### config.mk
export PLATFORM = sky130hd
export DESIGN_NAME = aqs_sequencer
export DESIGN_NICKNAME = d
export VERILOG_FILES = /design/src/core/aqs_sequencer.v
export VERILOG_INCLUDE_DIRS = /design/src /design/src/core
export SDC_FILE = /design/constraint.sdc
export NUM_CORES = 1
export LEC_CHECK = 0
export BUFFER_PORTS_ARGS = -buffer_cell sky130_fd_sc_hd__buf_2
export CAP_MARGIN = 20
export CELL_PAD_IN_SITES_DETAIL_PLACEMENT = 1
export CELL_PAD_IN_SITES_GLOBAL_PLACEMENT = 2
export CORE_UTILIZATION = 36
export CTS_CLUSTER_DIAMETER = 30
export DETAILED_ROUTE_END_ITERATION = 7
export GPL_ROUTABILITY_DRIVEN = 1
export HOLD_SLACK_MARGIN = 0.1
export PLACE_DENSITY_LB_ADDON = 0.1
export SLEW_MARGIN = 20
export SYNTH_ARGS = -nofsm -noshare
export SYNTH_HDL_FRONTEND = slang
export SYNTH_SLANG_ARGS = --single-unit
### constraint.sdc
create_clock -name ref_clk -period 3.6 [get_ports ref_clk]
set_input_delay 0.54 -clock ref_clk [delete_from_list [all_inputs] [get_ports ref_clk]]
set_output_delay 0.54 -clock ref_clk [all_outputs]
set_load 0.02 [all_outputs]
### src/core/aqs_defs.vh
// constants for the queued converter scan sequencer
// assumes a single ref_clk domain and the plain strobe register port
//
// Overview of operation
// - trigger edge, selectable polarity, starts queue
// - run words to end; restart next edge
// - trigger mode: pause halts until next trigger
// - gated mode exists on queue 1 only
// - gate fixed: high opens, low closes
// - run while open; reopen restarts at start
// - gated mode ignores pause bit entirely
// - end while open: completion flag, wrap
// - end again with flag set: overrun, wrap
// - queue 2 trigger while suspended sets overrun
// - even byte write changes upper byte only, except clear, which takes the low data bits
// - odd byte write changes lower byte only
// - word access at even address, one cycle
// - odd word access writes whole location, one cycle
// - conversion 14 clocks; 20 with 8 sample
// - channel field picks one of 16 inputs
// - three internal reference channels also selectable
`ifndef AQS_DEFS_VH
`define AQS_DEFS_VH

// register indices (16-bit locations, byte address = 2 x index)
`define AQS_IDX_CTRL 3'h0
`define AQS_IDX_STAT 3'h1
`define AQS_IDX_CLR 3'h2
`define AQS_IDX_IEN 3'h3
`define AQS_IDX_QEND 3'h4
`define AQS_IDX_RES 3'h5
`define AQS_IDX_CMD 3'h6
`define AQS_IDX_CPTR 3'h7

// control fields
`define AQS_CTRL_M1 1:0
`define AQS_CTRL_M2 3:2
`define AQS_CTRL_POL1 4
`define AQS_CTRL_POL2 5
`define AQS_CTRL_CDIV 15:8

// queue modes
`define AQS_MODE_OFF 2'h0
`define AQS_MODE_TRIG 2'h1
`define AQS_MODE_GATE 2'h2

// status bits
`define AQS_ST_CF1 0
`define AQS_ST_PF1 1
`define AQS_ST_TOR1 2
`define AQS_ST_CF2 3
`define AQS_ST_PF2 4
`define AQS_ST_TOR2 5
`define AQS_ST_W 6

// command word fields
`define AQS_CW_PAUSE 15
`define AQS_CW_EOQ 14
`define AQS_CW_IST 9:8
`define AQS_CW_CHAN 5:0

// conversion timing in converter clocks
`define AQS_CONV_BASE 8'h0C
`define AQS_CONV_MIN 8'h0E
`define AQS_CONV_MAX 8'h14

// internal channel codes
`define AQS_CH_REFH 6'h3C
`define AQS_CH_REFL 6'h3D
`define AQS_CH_MID 6'h3E

`endif

### src/core/aqs_sequencer.v
// queue scan sequencer for a queued converter
// assumes host drives one-cycle strobes; trigger pins are asynchronous
//
// Chosen here: the plain strobed port and the address map.
`timescale 1ns/1ps
`default_nettype none
`include "aqs_defs.vh"

module aqs_sequencer #(
  parameter QDEPTH = 16,
  parameter QW = 4
) (
  // clock and reset
  input wire ref_clk,
  input wire rstn,
  // register port
  input wire [3:0] reg_addr,
  input wire [15:0] reg_wdata,
  input wire reg_byte,
  input wire reg_wr,
  input wire reg_rd,
  output reg [15:0] reg_rdata,
  // pins
  input wire trig1_pin,
  input wire trig2_pin,
  // analog front end
  output reg [15:0] mux_sel,
  output reg [2:0] int_sel,
  output reg sample_en,
  input wire [9:0] adc_data,
  // interrupt
  output wire irq
);

  // --------------------------------------------------------------
  // pin synchronisers
  // --------------------------------------------------------------
  reg [1:0] t1_sync_reg;
  reg [1:0] t2_sync_reg;
  reg t1_last_reg;
  reg t2_last_reg;
  always @(posedge ref_clk or negedge rstn) begin
    if (!rstn) begin
      t1_sync_reg <= 2'h0;
      t2_sync_reg <= 2'h0;
      t1_last_reg <= 1'b0;
      t2_last_reg <= 1'b0;
    end else begin
      t1_sync_reg <= {t1_sync_reg[0], trig1_pin};
      t2_sync_reg <= {t2_sync_reg[0], trig2_pin};
      t1_last_reg <= t1_sync_reg[1];
      t2_last_reg <= t2_sync_reg[1];
    end
  end

  // --------------------------------------------------------------
  // registers
  // --------------------------------------------------------------
  reg [15:0] ctrl_reg;
  reg [15:0] qend_reg;
  reg [15:0] cptr_reg;
  reg [`AQS_ST_W-1:0] stat_reg;
  reg [`AQS_ST_W-1:0] ien_reg;
  reg [15:0] res_reg;
  reg [15:0] cmd_mem [0:QDEPTH-1];

  wire [2:0] idx = reg_addr[3:1];
  wire odd = reg_addr[0];
  wire [1:0] m1 = ctrl_reg[`AQS_CTRL_M1];
  wire [1:0] m2 = (ctrl_reg[`AQS_CTRL_M2] == `AQS_MODE_GATE) ? `AQS_MODE_OFF :
                  ctrl_reg[`AQS_CTRL_M2];

  // byte lane merge: even byte -> upper, odd byte -> lower
  function [15:0] merge;
    input [15:0] old;
    input [15:0] wd;
    input b;
    input o;
    begin
      if (!b)
        merge = wd;
      else if (!o)
        merge = {wd[7:0], old[7:0]};
      else
        merge = {old[15:8], wd[7:0]};
    end
  endfunction

  wire [15:0] cmd_cur = cmd_mem[cptr_reg[QW-1:0]];

  // read data: always full location
  always @(posedge ref_clk or negedge rstn) begin
    if (!rstn) begin
      reg_rdata <= 16'h0000;
    end else if (reg_rd) begin
      case (idx)
        `AQS_IDX_CTRL: reg_rdata <= ctrl_reg;
        `AQS_IDX_STAT: reg_rdata <= {{(16-`AQS_ST_W){1'b0}}, stat_reg};
        `AQS_IDX_IEN: reg_rdata <= {{(16-`AQS_ST_W){1'b0}}, ien_reg};
        `AQS_IDX_QEND: reg_rdata <= qend_reg;
        `AQS_IDX_RES: reg_rdata <= res_reg;
        `AQS_IDX_CMD: reg_rdata <= cmd_cur;
        `AQS_IDX_CPTR: reg_rdata <= cptr_reg;
        default: reg_rdata <= 16'h0000;
      endcase
    end else begin
      reg_rdata <= 16'h0000;
    end
  end

  // --------------------------------------------------------------
  // sequencer
  // --------------------------------------------------------------
  localparam S_IDLE = 2'h0;
  localparam S_CONV = 2'h1;
  localparam S_PAUSE = 2'h2;

  reg [1:0] st1_reg;
  reg [1:0] st2_reg;
  reg [QW-1:0] pos1_reg;
  reg [QW-1:0] pos2_reg;
  reg act2_reg;
  reg [7:0] qdiv_reg;
  reg [7:0] qcnt_reg;
  reg [7:0] conv_len_reg;
  reg [15:0] cw_reg;

  wire [QW-1:0] q1_end = qend_reg[QW-1:0];
  wire [QW-1:0] q2_end = qend_reg[QW+7:8];
  // queue 2 starts right after the last word of queue 1
  wire [QW-1:0] q2_start = q1_end + {{(QW-1){1'b0}}, 1'b1};
  wire [15:0] nxt_cw = cmd_mem[(st1_reg == S_CONV) ? pos1_reg : pos2_reg];
  wire [1:0] nxt_ist = nxt_cw[`AQS_CW_IST];

  wire t1_lvl = t1_sync_reg[1];
  wire t1_rise = t1_lvl & ~t1_last_reg;
  wire t1_fall = ~t1_lvl & t1_last_reg;
  wire t2_rise = t2_sync_reg[1] & ~t2_last_reg;
  wire t2_fall = ~t2_sync_reg[1] & t2_last_reg;
  wire trig1 = (m1 == `AQS_MODE_TRIG) &
               (ctrl_reg[`AQS_CTRL_POL1] ? t1_fall : t1_rise);
  wire trig2 = (m2 == `AQS_MODE_TRIG) &
               (ctrl_reg[`AQS_CTRL_POL2] ? t2_fall : t2_rise);
  wire gate1 = (m1 == `AQS_MODE_GATE) & t1_lvl;
  wire gate_open = (m1 == `AQS_MODE_GATE) & t1_rise;

  wire qtick = (qdiv_reg == 8'h00);
  wire conv_done = (st1_reg == S_CONV || st2_reg == S_CONV) & qtick &
                   (qcnt_reg == conv_len_reg - 8'h01);

  reg [`AQS_ST_W-1:0] ev;
  always @* begin
    ev = {`AQS_ST_W{1'b0}};
    if (trig1 && st1_reg == S_CONV)
      ev[`AQS_ST_TOR1] = 1'b1;
    if (trig2 && (st2_reg == S_CONV || (act2_reg && st1_reg == S_CONV)))
      ev[`AQS_ST_TOR2] = 1'b1;
    if (conv_done && !act2_reg) begin
      if (pos1_reg == q1_end || cw_reg[`AQS_CW_EOQ]) begin
        if (m1 == `AQS_MODE_GATE && stat_reg[`AQS_ST_CF1])
          ev[`AQS_ST_TOR1] = 1'b1;
        else
          ev[`AQS_ST_CF1] = 1'b1;
      end else if (cw_reg[`AQS_CW_PAUSE] && m1 == `AQS_MODE_TRIG) begin
        ev[`AQS_ST_PF1] = 1'b1;
      end
    end
    if (conv_done && act2_reg) begin
      if (pos2_reg == q2_end || cw_reg[`AQS_CW_EOQ])
        ev[`AQS_ST_CF2] = 1'b1;
      else if (cw_reg[`AQS_CW_PAUSE])
        ev[`AQS_ST_PF2] = 1'b1;
    end
  end

  wire clr_wr = reg_wr && idx == `AQS_IDX_CLR;
  wire [15:0] ien_wr = merge({{(16-`AQS_ST_W){1'b0}}, ien_reg}, reg_wdata, reg_byte, odd);

  always @(posedge ref_clk or negedge rstn) begin
    if (!rstn) begin
      ctrl_reg <= 16'h0000;
      qend_reg <= 16'h0000;
      cptr_reg <= 16'h0000;
      stat_reg <= {`AQS_ST_W{1'b0}};
      ien_reg <= {`AQS_ST_W{1'b0}};
    end else begin
      if (reg_wr) begin
        case (idx)
          `AQS_IDX_CTRL: ctrl_reg <= merge(ctrl_reg, reg_wdata, reg_byte, odd);
          `AQS_IDX_IEN: ien_reg <= ien_wr[`AQS_ST_W-1:0];
          `AQS_IDX_QEND: qend_reg <= merge(qend_reg, reg_wdata, reg_byte, odd);
          `AQS_IDX_CPTR: cptr_reg <= merge(cptr_reg, reg_wdata, reg_byte, odd);
          default: ;
        endcase
      end
      // set wins over clear
      stat_reg <= (stat_reg & ~(clr_wr ? reg_wdata[`AQS_ST_W-1:0] :
                   {`AQS_ST_W{1'b0}})) | ev;
    end
  end

  integer i;
  always @(posedge ref_clk or negedge rstn) begin
    if (!rstn) begin
      for (i = 0; i < QDEPTH; i = i + 1)
        cmd_mem[i] <= 16'h0000;
    end else if (reg_wr && idx == `AQS_IDX_CMD) begin
      cmd_mem[cptr_reg[QW-1:0]] <= merge(cmd_cur, reg_wdata, reg_byte, odd);
    end
  end

  assign irq = |(stat_reg & ien_reg);

  // converter clock divider and sequencing
  always @(posedge ref_clk or negedge rstn) begin
    if (!rstn) begin
      st1_reg <= S_IDLE;
      st2_reg <= S_IDLE;
      pos1_reg <= {QW{1'b0}};
      pos2_reg <= {QW{1'b0}};
      act2_reg <= 1'b0;
      qdiv_reg <= 8'h00;
      qcnt_reg <= 8'h00;
      conv_len_reg <= `AQS_CONV_MIN;
      cw_reg <= 16'h0000;
      res_reg <= 16'h0000;
      mux_sel <= 16'h0000;
      int_sel <= 3'h0;
      sample_en <= 1'b0;
    end else begin
      qdiv_reg <= qtick ? ctrl_reg[`AQS_CTRL_CDIV] : qdiv_reg - 8'h01;
      if ((st1_reg == S_CONV || st2_reg == S_CONV) && qtick)
        qcnt_reg <= conv_done ? 8'h00 : qcnt_reg + 8'h01;
      sample_en <= 1'b0;
      // queue 1 control
      if (m1 == `AQS_MODE_OFF || (m1 == `AQS_MODE_GATE && !gate1)) begin
        if (!act2_reg)
          st1_reg <= S_IDLE;
      end else if (gate_open) begin
        st1_reg <= S_CONV;
        pos1_reg <= {QW{1'b0}};
        qcnt_reg <= 8'h00;
      end else if (trig1 && st1_reg != S_CONV) begin
        st1_reg <= S_CONV;
        if (st1_reg == S_IDLE)
          pos1_reg <= {QW{1'b0}};
      end
      if (trig2 && st2_reg != S_CONV) begin
        st2_reg <= S_CONV;
        if (st2_reg == S_IDLE)
          pos2_reg <= q2_start;
      end
      if (m2 == `AQS_MODE_OFF)
        st2_reg <= S_IDLE;
      // load next word when not converting (queue 1 has priority)
      if (qtick && qcnt_reg == 8'h00) begin
        act2_reg <= (st1_reg != S_CONV);
        cw_reg <= nxt_cw;
        // 14 clocks at the shortest sample, 20 at the longest
        conv_len_reg <= `AQS_CONV_MIN + {5'h00, nxt_ist, 1'b0};
      end
      // channel routing
      if (qtick && qcnt_reg == 8'h01) begin
        sample_en <= 1'b1;
        mux_sel <= 16'h0000;
        int_sel <= 3'h0;
        case (cw_reg[`AQS_CW_CHAN])
          `AQS_CH_REFH: int_sel <= 3'h1;
          `AQS_CH_REFL: int_sel <= 3'h2;
          `AQS_CH_MID: int_sel <= 3'h4;
          default: mux_sel <= 16'h0001 << cw_reg[3:0];
        endcase
      end
      if (conv_done) begin
        res_reg <= {6'h00, adc_data};
        if (!act2_reg) begin
          if (pos1_reg == q1_end || cw_reg[`AQS_CW_EOQ]) begin
            pos1_reg <= {QW{1'b0}};
            if (m1 != `AQS_MODE_GATE)
              st1_reg <= S_IDLE;
          end else begin
            pos1_reg <= pos1_reg + {{(QW-1){1'b0}}, 1'b1};
            if (cw_reg[`AQS_CW_PAUSE] && m1 == `AQS_MODE_TRIG)
              st1_reg <= S_PAUSE;
          end
        end else begin
          if (pos2_reg == q2_end || cw_reg[`AQS_CW_EOQ]) begin
            pos2_reg <= q2_start;
            st2_reg <= S_IDLE;
          end else begin
            pos2_reg <= pos2_reg + {{(QW-1){1'b0}}, 1'b1};
            if (cw_reg[`AQS_CW_PAUSE])
              st2_reg <= S_PAUSE;
          end
        end
      end
    end
  end

endmodule
`default_nettype wire

==> results of run 1 <==
cells in the mapped netlist, types with 5 or more instances:
library cell | number | share of area, %
dfrtp_1 | 406 | 50
nor2_1 | 273 | 5.1
a21oi_1 | 244 | 6.0
nand2_1 | 138 | 2.6
clkbuf_1 | 90 | 1.7
o21ai_0 | 89 | 2.2
mux4_2 | 66 | 7.3
mux2_2 | 54 | 3.0
mux4_1 | 54 | 7.0
nand3_1 | 37 | 0.91
nor2b_1 | 25 | 0.77
a22o_1 | 23 | 0.99
buf_2 | 23 | 0.57
mux2i_1 | 20 | 0.99
nand2b_1 | 16 | 0.49
nor3_1 | 16 | 0.40
xnor2_1 | 16 | 0.69
inv_1 | 15 | 0.28
buf_6 | 14 | 0.78
buf_4 | 12 | 0.44
a211o_1 | 11 | 0.48
a222oi_1 | 11 | 0.54
and2_1 | 11 | 0.34
ha_1 | 10 | 0.62
o31ai_1 | 10 | 0.37
a22oi_1 | 8 | 0.30
mux2i_4 | 8 | 0.89
xor2_1 | 8 | 0.35
nand4_1 | 7 | 0.22
a221oi_1 | 5 | 0.22
and3_1 | 5 | 0.15
nor3b_1 | 5 | 0.19
worst paths after layout:
kind	start	endpoint	slack [ps]	depth (start not counted)
max in group asynchronous	rstn	cmd_mem[64]	2070	4
max	cptr_reg[0]	cmd_mem[142]	490	6
min	adc_data[1]	res_reg[1]	140	2
min reg2reg	t2_sync_reg[0]	t2_sync_reg[1]	360	0
max reg2reg	cptr_reg[0]	cmd_mem[142]	490	6
min in group asynchronous	rstn	res_reg[7]	540	2
per-layer routing:
metal | up-vias | share of wire (%)
li1 | 6862 | -
met1 | 7859 | 45
met2 | 321 | 48
met3 | 118 | 4.7
met4 | 0 | 2.9
met5 | - | 0
cells by family after synthesis:
group | count (synthesis)
buffers and inverters | 161
muxes | 203
DFF | 409
AOI/OAI and AO/OA | 434
and+or+nand+nor | 554
adders and majority gates | 10
xor gates and xnor gates | 24
power by group through the flow:
stage	registers, mW	logic, mW	clock network [mW]
after floorplan	6.36	3.77	0
after global placement	6.86	4.76	0
after detailed placement	6.90	4.87	0
after CTS	6.85	4.92	10.6
after global routing	7.00	5.34	10.8
final	6.85	4.88	10.4
layout make-up:
cell class	count	area (um^2)	area share [%]
diodes	1	2.50	0.00968
clock buffers	156	3270	12.7
clock inverters	57	768	2.97
inverters	15	56.3	0.218
multi-input cells	1225	9240	35.8
flip-flops and latches	409	10200	39.6
well taps	748	936	3.62
repair buffers	175	1320	5.11
==> impl_metrics.env, run 1 <==
export IMPL_synth_compound_area_share_pct=12.4
export IMPL_pwr_share_seq_pct=30.9
export IMPL_min_period_ps=3110
export IMPL_max_flop_register="cmd_mem"
export IMPL_async_reset_ff_share_pct=100
export IMPL_hold_buffers=12
export IMPL_fin_ws_ps=493
export IMPL_dieArea_um2=57200
export IMPL_outcome="complete, no violations"
export IMPL_fillers=5862
export IMPL_cts_tree="yes"
export IMPL_dpl_cell_count=2560
export IMPL_h_tree_depth=3
export IMPL_slowest_delay_ps=690
export IMPL_rsz0062_at_grt="false"
export IMPL_io_buffers=73
export IMPL_syn_area_um2=20300
export IMPL_finish_instance_area_um2=25800
export IMPL_mostFrequentLayoutCells="dfrtp_1 (403), nor2_1 (264), a21oi_1 (244)"
export IMPL_drive_gt1_share_pct=25.3
export IMPL_detailed_place_hpwl_um=45700
export IMPL_period_share_pct=86.3
export IMPL_synth_seq_cells=409
export IMPL_largest_register_ffs=256
export IMPL_start_util_pct=36.6
export IMPL_worstPathBufferInverterCount=1
export IMPL_clock_path_buffers=3
export IMPL_crit_type="flop to flop"
export IMPL_clock_skew_ps=26.8
export IMPL_postSynthCellCount=1795
export IMPL_yosys_warnings=0
export IMPL_tns_ps=0
export IMPL_antenna_found_initial=3
export IMPL_avgRoutedWirePerCell_um=24.3
export IMPL_ys_types=64
export IMPL_power_switching_mw=6.58
export IMPL_ctsResizeCount=0
export IMPL_synth_area_mux_share_pct=19.3
export IMPL_use_met3_pct=5.39
export IMPL_synth_simple_area_share_pct=11.9
export IMPL_vias=15200
export IMPL_synth_area_per_cell_um2=11.3
export IMPL_critPathSlowestCell="dfrtp_4"
export IMPL_pre_cts_ws_ps=498
export IMPL_drt_total_wl_um=67800
export IMPL_postRouteAntennaNets=0
export IMPL_final_nets=1986
export IMPL_cp_arrival_ps=3600
export IMPL_die_y_um=239
export IMPL_core_um2=55300
export IMPL_critPathMaxFanout=21
export IMPL_combPwrFrac_pct=22.1
export IMPL_power_density_nw_per_um2=856
export IMPL_grtUsageMet1_pct=32.3
export IMPL_p_leak_nw=11.6
export IMPL_stdcell_count=2786
export IMPL_synth_edf_count=0
export IMPL_grt_pass1_wl_um=104000
export IMPL_finalPower_mw=22.1
export IMPL_cts_clk_slew_worst_paths_ps=50
export IMPL_whs_ps=136
export IMPL_worst_pin_slew_ps=927
export IMPL_drc=0
export IMPL_crit_family="multiplexers"
export IMPL_synth_nets=1842
export IMPL_ys_seq_area_share_pct=50.5
export IMPL_synth_fa_ha_area_share_pct=0.618
export IMPL_p_int_mw=15.5
export IMPL_finalMaxSlewViolations=0
export IMPL_clk_latency_ps=660
export IMPL_hold_path_class="primary input to flop"
export IMPL_ios=74
export IMPL_synth_top_family_by_area="multiplexers"
export IMPL_vdd_drop_max_v=0.000447
export IMPL_vias_per_cell=5.44
export IMPL_cts_buffers=113
export IMPL_grt_overflow=0
export IMPL_dr_pass1_iters=6
export IMPL_final_hold_viol_count=0
export IMPL_area_growth_pct=27.6
export IMPL_post_cts_setup_buffers=0
export IMPL_final_common_cell="dfrtp_1"
export IMPL_grt_pass1_vias=16400
export IMPL_final_util_pct=46.7
export IMPL_cp_end_kind="flop"
export IMPL_cts_root_buf="clkbuf_16"
export IMPL_top_usage_layer="met2"
export IMPL_grt_total_usage_pct=24.5
export IMPL_rows=86
export IMPL_dpl_cell_area_um2=21700
export IMPL_synthXorXnorAreaFrac_pct=1.04
export IMPL_grt_util_met2_pct=39.9
export IMPL_clkPwrFrac_pct=47.0
export IMPL_initialDrtViolationCount=836
export IMPL_switching_share_pct=29.7
export IMPL_cp_start_kind="flop"
export IMPL_crit_chain="buf_4 -> mux4_1 -> mux4_2 -> nand3_1 -> and2_1 -> o21ai_0"
export IMPL_worstPathRequired_ps=4090
export IMPL_final_setup_viol_count=0
export IMPL_gp_congestion=0.795
export IMPL_relSlewSlack_pct=37.7
export IMPL_grt_max_degree=92
export IMPL_synth_ff_type="dfrtp_1"
export IMPL_cts_sinks=409
export IMPL_max_freq_ghz=0.322
export IMPL_die_w_um=239
export IMPL_cap_violations=0
Power figures use the tool's default switching activity.
==> run 2, diff against run 1 <==
Settings changed: ABC_AREA set to 1.
==> impl_metrics.env, run 2 <==
export IMPL_outcome="complete, no violations"
export IMPL_gp_congestion=0.887
export IMPL_grt_total_usage_pct=30.5
export IMPL_cts_tree="yes"
export IMPL_postSynthCellCount=3121
export IMPL_die_w_um=250
export IMPL_rsz0062_at_grt="false"
export IMPL_final_setup_viol_count=0
export IMPL_critPathSlowestCell="nand2_1"
export IMPL_mostFrequentLayoutCells="nand2_1 (1368), dfrtp_1 (405), nand3_1 (373)"
export IMPL_hold_buffers=13
export IMPL_clock_path_buffers=3
export IMPL_synth_area_mux_share_pct=0
export IMPL_die_y_um=250
export IMPL_path_depth=13
export IMPL_worstPathBufferInverterCount=3
export IMPL_crit_chain="inv_1 -> nand2_1 -> nand2_1 -> nand2_1 -> buf_4 -> nand2_1 -> nand3_1 -> nand3_1 -> nand3_1 -> nand2_1 -> inv_1 -> ha_1 -> o21ai_0"
export IMPL_vdd_drop_max_v=0.000391
export IMPL_cap_violations=0
export IMPL_detailed_place_hpwl_um=61100
export IMPL_synth_simple_area_share_pct=36.2
export IMPL_ios=74
export IMPL_synth_area_per_cell_um2=7.08
export IMPL_clkPwrFrac_pct=54.2
export IMPL_combPwrFrac_pct=17.7
export IMPL_p_leak_nw=14.2
export IMPL_ys_seq_area_share_pct=46.4
export IMPL_final_util_pct=45.5
export IMPL_slowest_delay_ps=450
export IMPL_grt_max_degree=80
export IMPL_num_antenna_cells=0
export IMPL_cts_sinks=409
export IMPL_period_share_pct=83.3
export IMPL_crit_path_start="st1_reg[1]"
export IMPL_crit_path_frequent_cell="nand2_1"
export IMPL_synth_top_family_by_area="simple AND/OR/NAND/NOR gates"
export IMPL_finalMaxSlewViolations=0
export IMPL_worstPathRequired_ps=4190
export IMPL_fillers=7506
export IMPL_avgRoutedWirePerCell_um=22.9
export IMPL_drive_gt1_share_pct=12.4
export IMPL_yosys_warnings=0
export IMPL_synth_edf_count=0
export IMPL_synth_ff_type="dfrtp_1"
export IMPL_dieArea_um2=62300
export IMPL_switching_share_pct=31.1
export IMPL_netlist_area_leader_share_pct=46.0
export IMPL_hold_path_class="primary input to flop"
export IMPL_antenna_found_initial=0
export IMPL_vias=22100
export IMPL_grt_pass1_wl_um=145000
export IMPL_cp_start_kind="flop"
export IMPL_pwr_share_seq_pct=28.1
export IMPL_io_buffers=73
export IMPL_min_path_cells=3
export IMPL_worstSetupEndpoint="conv_len_reg[2]"
export IMPL_p_int_mw=13.6
export IMPL_clk_latency_ps=680
export IMPL_drc=0
export IMPL_power_switching_mw=6.17
export IMPL_synth_most_common_cell="nand2_1"
export IMPL_clock_skew_ps=21.9
export IMPL_synth_compound_area_share_pct=6.90
export IMPL_cts_clk_slew_worst_paths_ps=40
export IMPL_final_hold_viol_count=0
export IMPL_relSlewSlack_pct=34.1
export IMPL_postRouteAntennaNets=0
export IMPL_post_cts_setup_buffers=0
export IMPL_crit_family="simple AND/OR/NAND/NOR gates"
export IMPL_worst_pin_slew_ps=985
export IMPL_async_reset_ff_share_pct=100
export IMPL_ctsResizeCount=0
export IMPL_start_util_pct=36.5
export IMPL_final_nets=3295
export IMPL_synthXorXnorAreaFrac_pct=0.912
export IMPL_grt_pass1_vias=23100
export IMPL_power_density_nw_per_um2=719
export IMPL_timing_rr_start="st1_reg[1]"
export IMPL_drt_total_wl_um=94500
export IMPL_initialDrtViolationCount=1553
export IMPL_largest_register_ffs=256
export IMPL_synth_fa_ha_area_share_pct=0.567
export IMPL_vias_per_cell=5.37
export IMPL_max_freq_ghz=0.333
export IMPL_cts_root_buf="clkbuf_16"
export IMPL_dr_pass1_iters=5
export IMPL_synth_area_leaders="dfrtp_1 (46%), nand2_1 (23%), nand3_1 (8.5%), inv_1 (5.0%), o21ai_0 (3.3%)"
export IMPL_area_growth_pct=24.7
export IMPL_core_um2=60500
export IMPL_cp_end_kind="flop"
export IMPL_h_tree_depth=3
export IMPL_crit_type="flop to flop"
export IMPL_rows=90
export IMPL_yosys_area_top_type="dfrtp_1"
export IMPL_grt_overflow=0
export IMPL_finalPower_mw=19.8
export IMPL_r2r_cells=13
export IMPL_syn_area_um2=22100
export IMPL_ys_types=42
export IMPL_r2r_end="conv_len_reg[2]"
export IMPL_yosys_top_cells_count="nand2_1 (1370), dfrtp_1 (406), nand3_1 (373), inv_1 (296), o21ai_0 (144)"
export IMPL_synth_seq_cells=409
export IMPL_synth_nets=3168
export IMPL_final_common_cell="nand2_1"
export IMPL_cp_arrival_ps=3590
export IMPL_min_period_ps=3000
export IMPL_critPathMaxFanout=15
export IMPL_r2r_slack_ps=600
export IMPL_cts_buffers=118
export IMPL_tns_ps=0
export IMPL_max_flop_register="cmd_mem"
==> run 2: cell types whose count changed after synthesis, sizes merged, moves of 69 or more <==
| cell | before | now |
|---|---|---|
| inv | 15 | 327 |
| nand2 | 138 | 1392 |
| o21ai | 93 | 162 |
| nor2 | 273 | 123 |
| a21oi | 244 | 59 |
| nand3 | 37 | 373 |
| mux4 | 120 | 0 |
==> run 2: how the worst min path moves through the flow <==
stage / slack [ps] / end / from
2_1_floorplan: 240 / act2_reg / rstn
3_3_place_gp: 350 / t1_sync_reg[1] / t1_sync_reg[0]
3_5_place_dp: 340 / t1_sync_reg[1] / t1_sync_reg[0]
4_1_cts: 200 / ctrl_reg[6] / reg_wdata[6]
5_1_grt: 250 / ctrl_reg[6] / reg_wdata[6]
6_report: 240 / ctrl_reg[6] / reg_wdata[6]
==> run 2: area by class of cell <==
| cell class | count | area [um^2] | share of cell area [%] |
|---|---|---|---|
| clock buffers | 158 | 3260 | 11.8 |
| repair buffers | 151 | 1110 | 4.02 |
| clock inverters | 58 | 850 | 3.08 |
| inverters | 329 | 1240 | 4.50 |
| well taps | 782 | 978 | 3.55 |
| multi-input cells | 2239 | 9860 | 35.8 |
| flip-flops and latches | 409 | 10200 | 37.2 |
==> run 2: metrics by stage <==
step / area [um^2] / hold slack (ps) / std cells / setup slack [ps]
floorplan: 22100 / 244 / 3121 / 1600
global placement: 23300 / 346 / 3897 / 820
detailed placement: 23300 / 336 / 3897 / 668
CTS: 27500 / 203 / 4126 / 662
global route: 27500 / 250 / 4126 / 377
finish: 27500 / 241 / 4126 / 601
==> run 2: kinds of logic after synthesis <==
group / after synthesis
xor gates and xnor gates: 23
AOI/OAI and AO/OA: 281
DFF: 409
buffers and inverters: 473
adders and majority gates: 10
and+or+nand+nor: 1925
==> run 2: power groups by stage <==
stage	combinational, mW	sequential, mW	clock (mW)
after floorplan	2.21	5.47	0
after global placement	3.37	5.59	0
after detailed placement	3.43	5.61	0
after CTS	3.48	5.56	10.9
after global routing	3.85	5.62	11.1
final	3.51	5.57	10.7
==> run 2: per-layer routing <==
metal / GRT usage [%] / routed length (um) / vias up
met5: 0 / 0 / -
met1: 41.3 / 42100 / 11200
met2: 49.4 / 44300 / 665
li1: - / - / 10100
met3: 4.62 / 5190 / 182
met4: 11.2 / 2920 / 0
==> run 2: worst register-to-register path, stage by stage, from the launching register on <==
cell and delay (ps):
dfrtp_1 390, inv_1 100, nand2_1 270, nand2_1 450, nand2_1 300, buf_4 290
nand2_1 90, nand3_1 70, nand3_1 120, nand3_1 210, nand2_1 130, inv_1 50
ha_1 260, o21ai_0 190
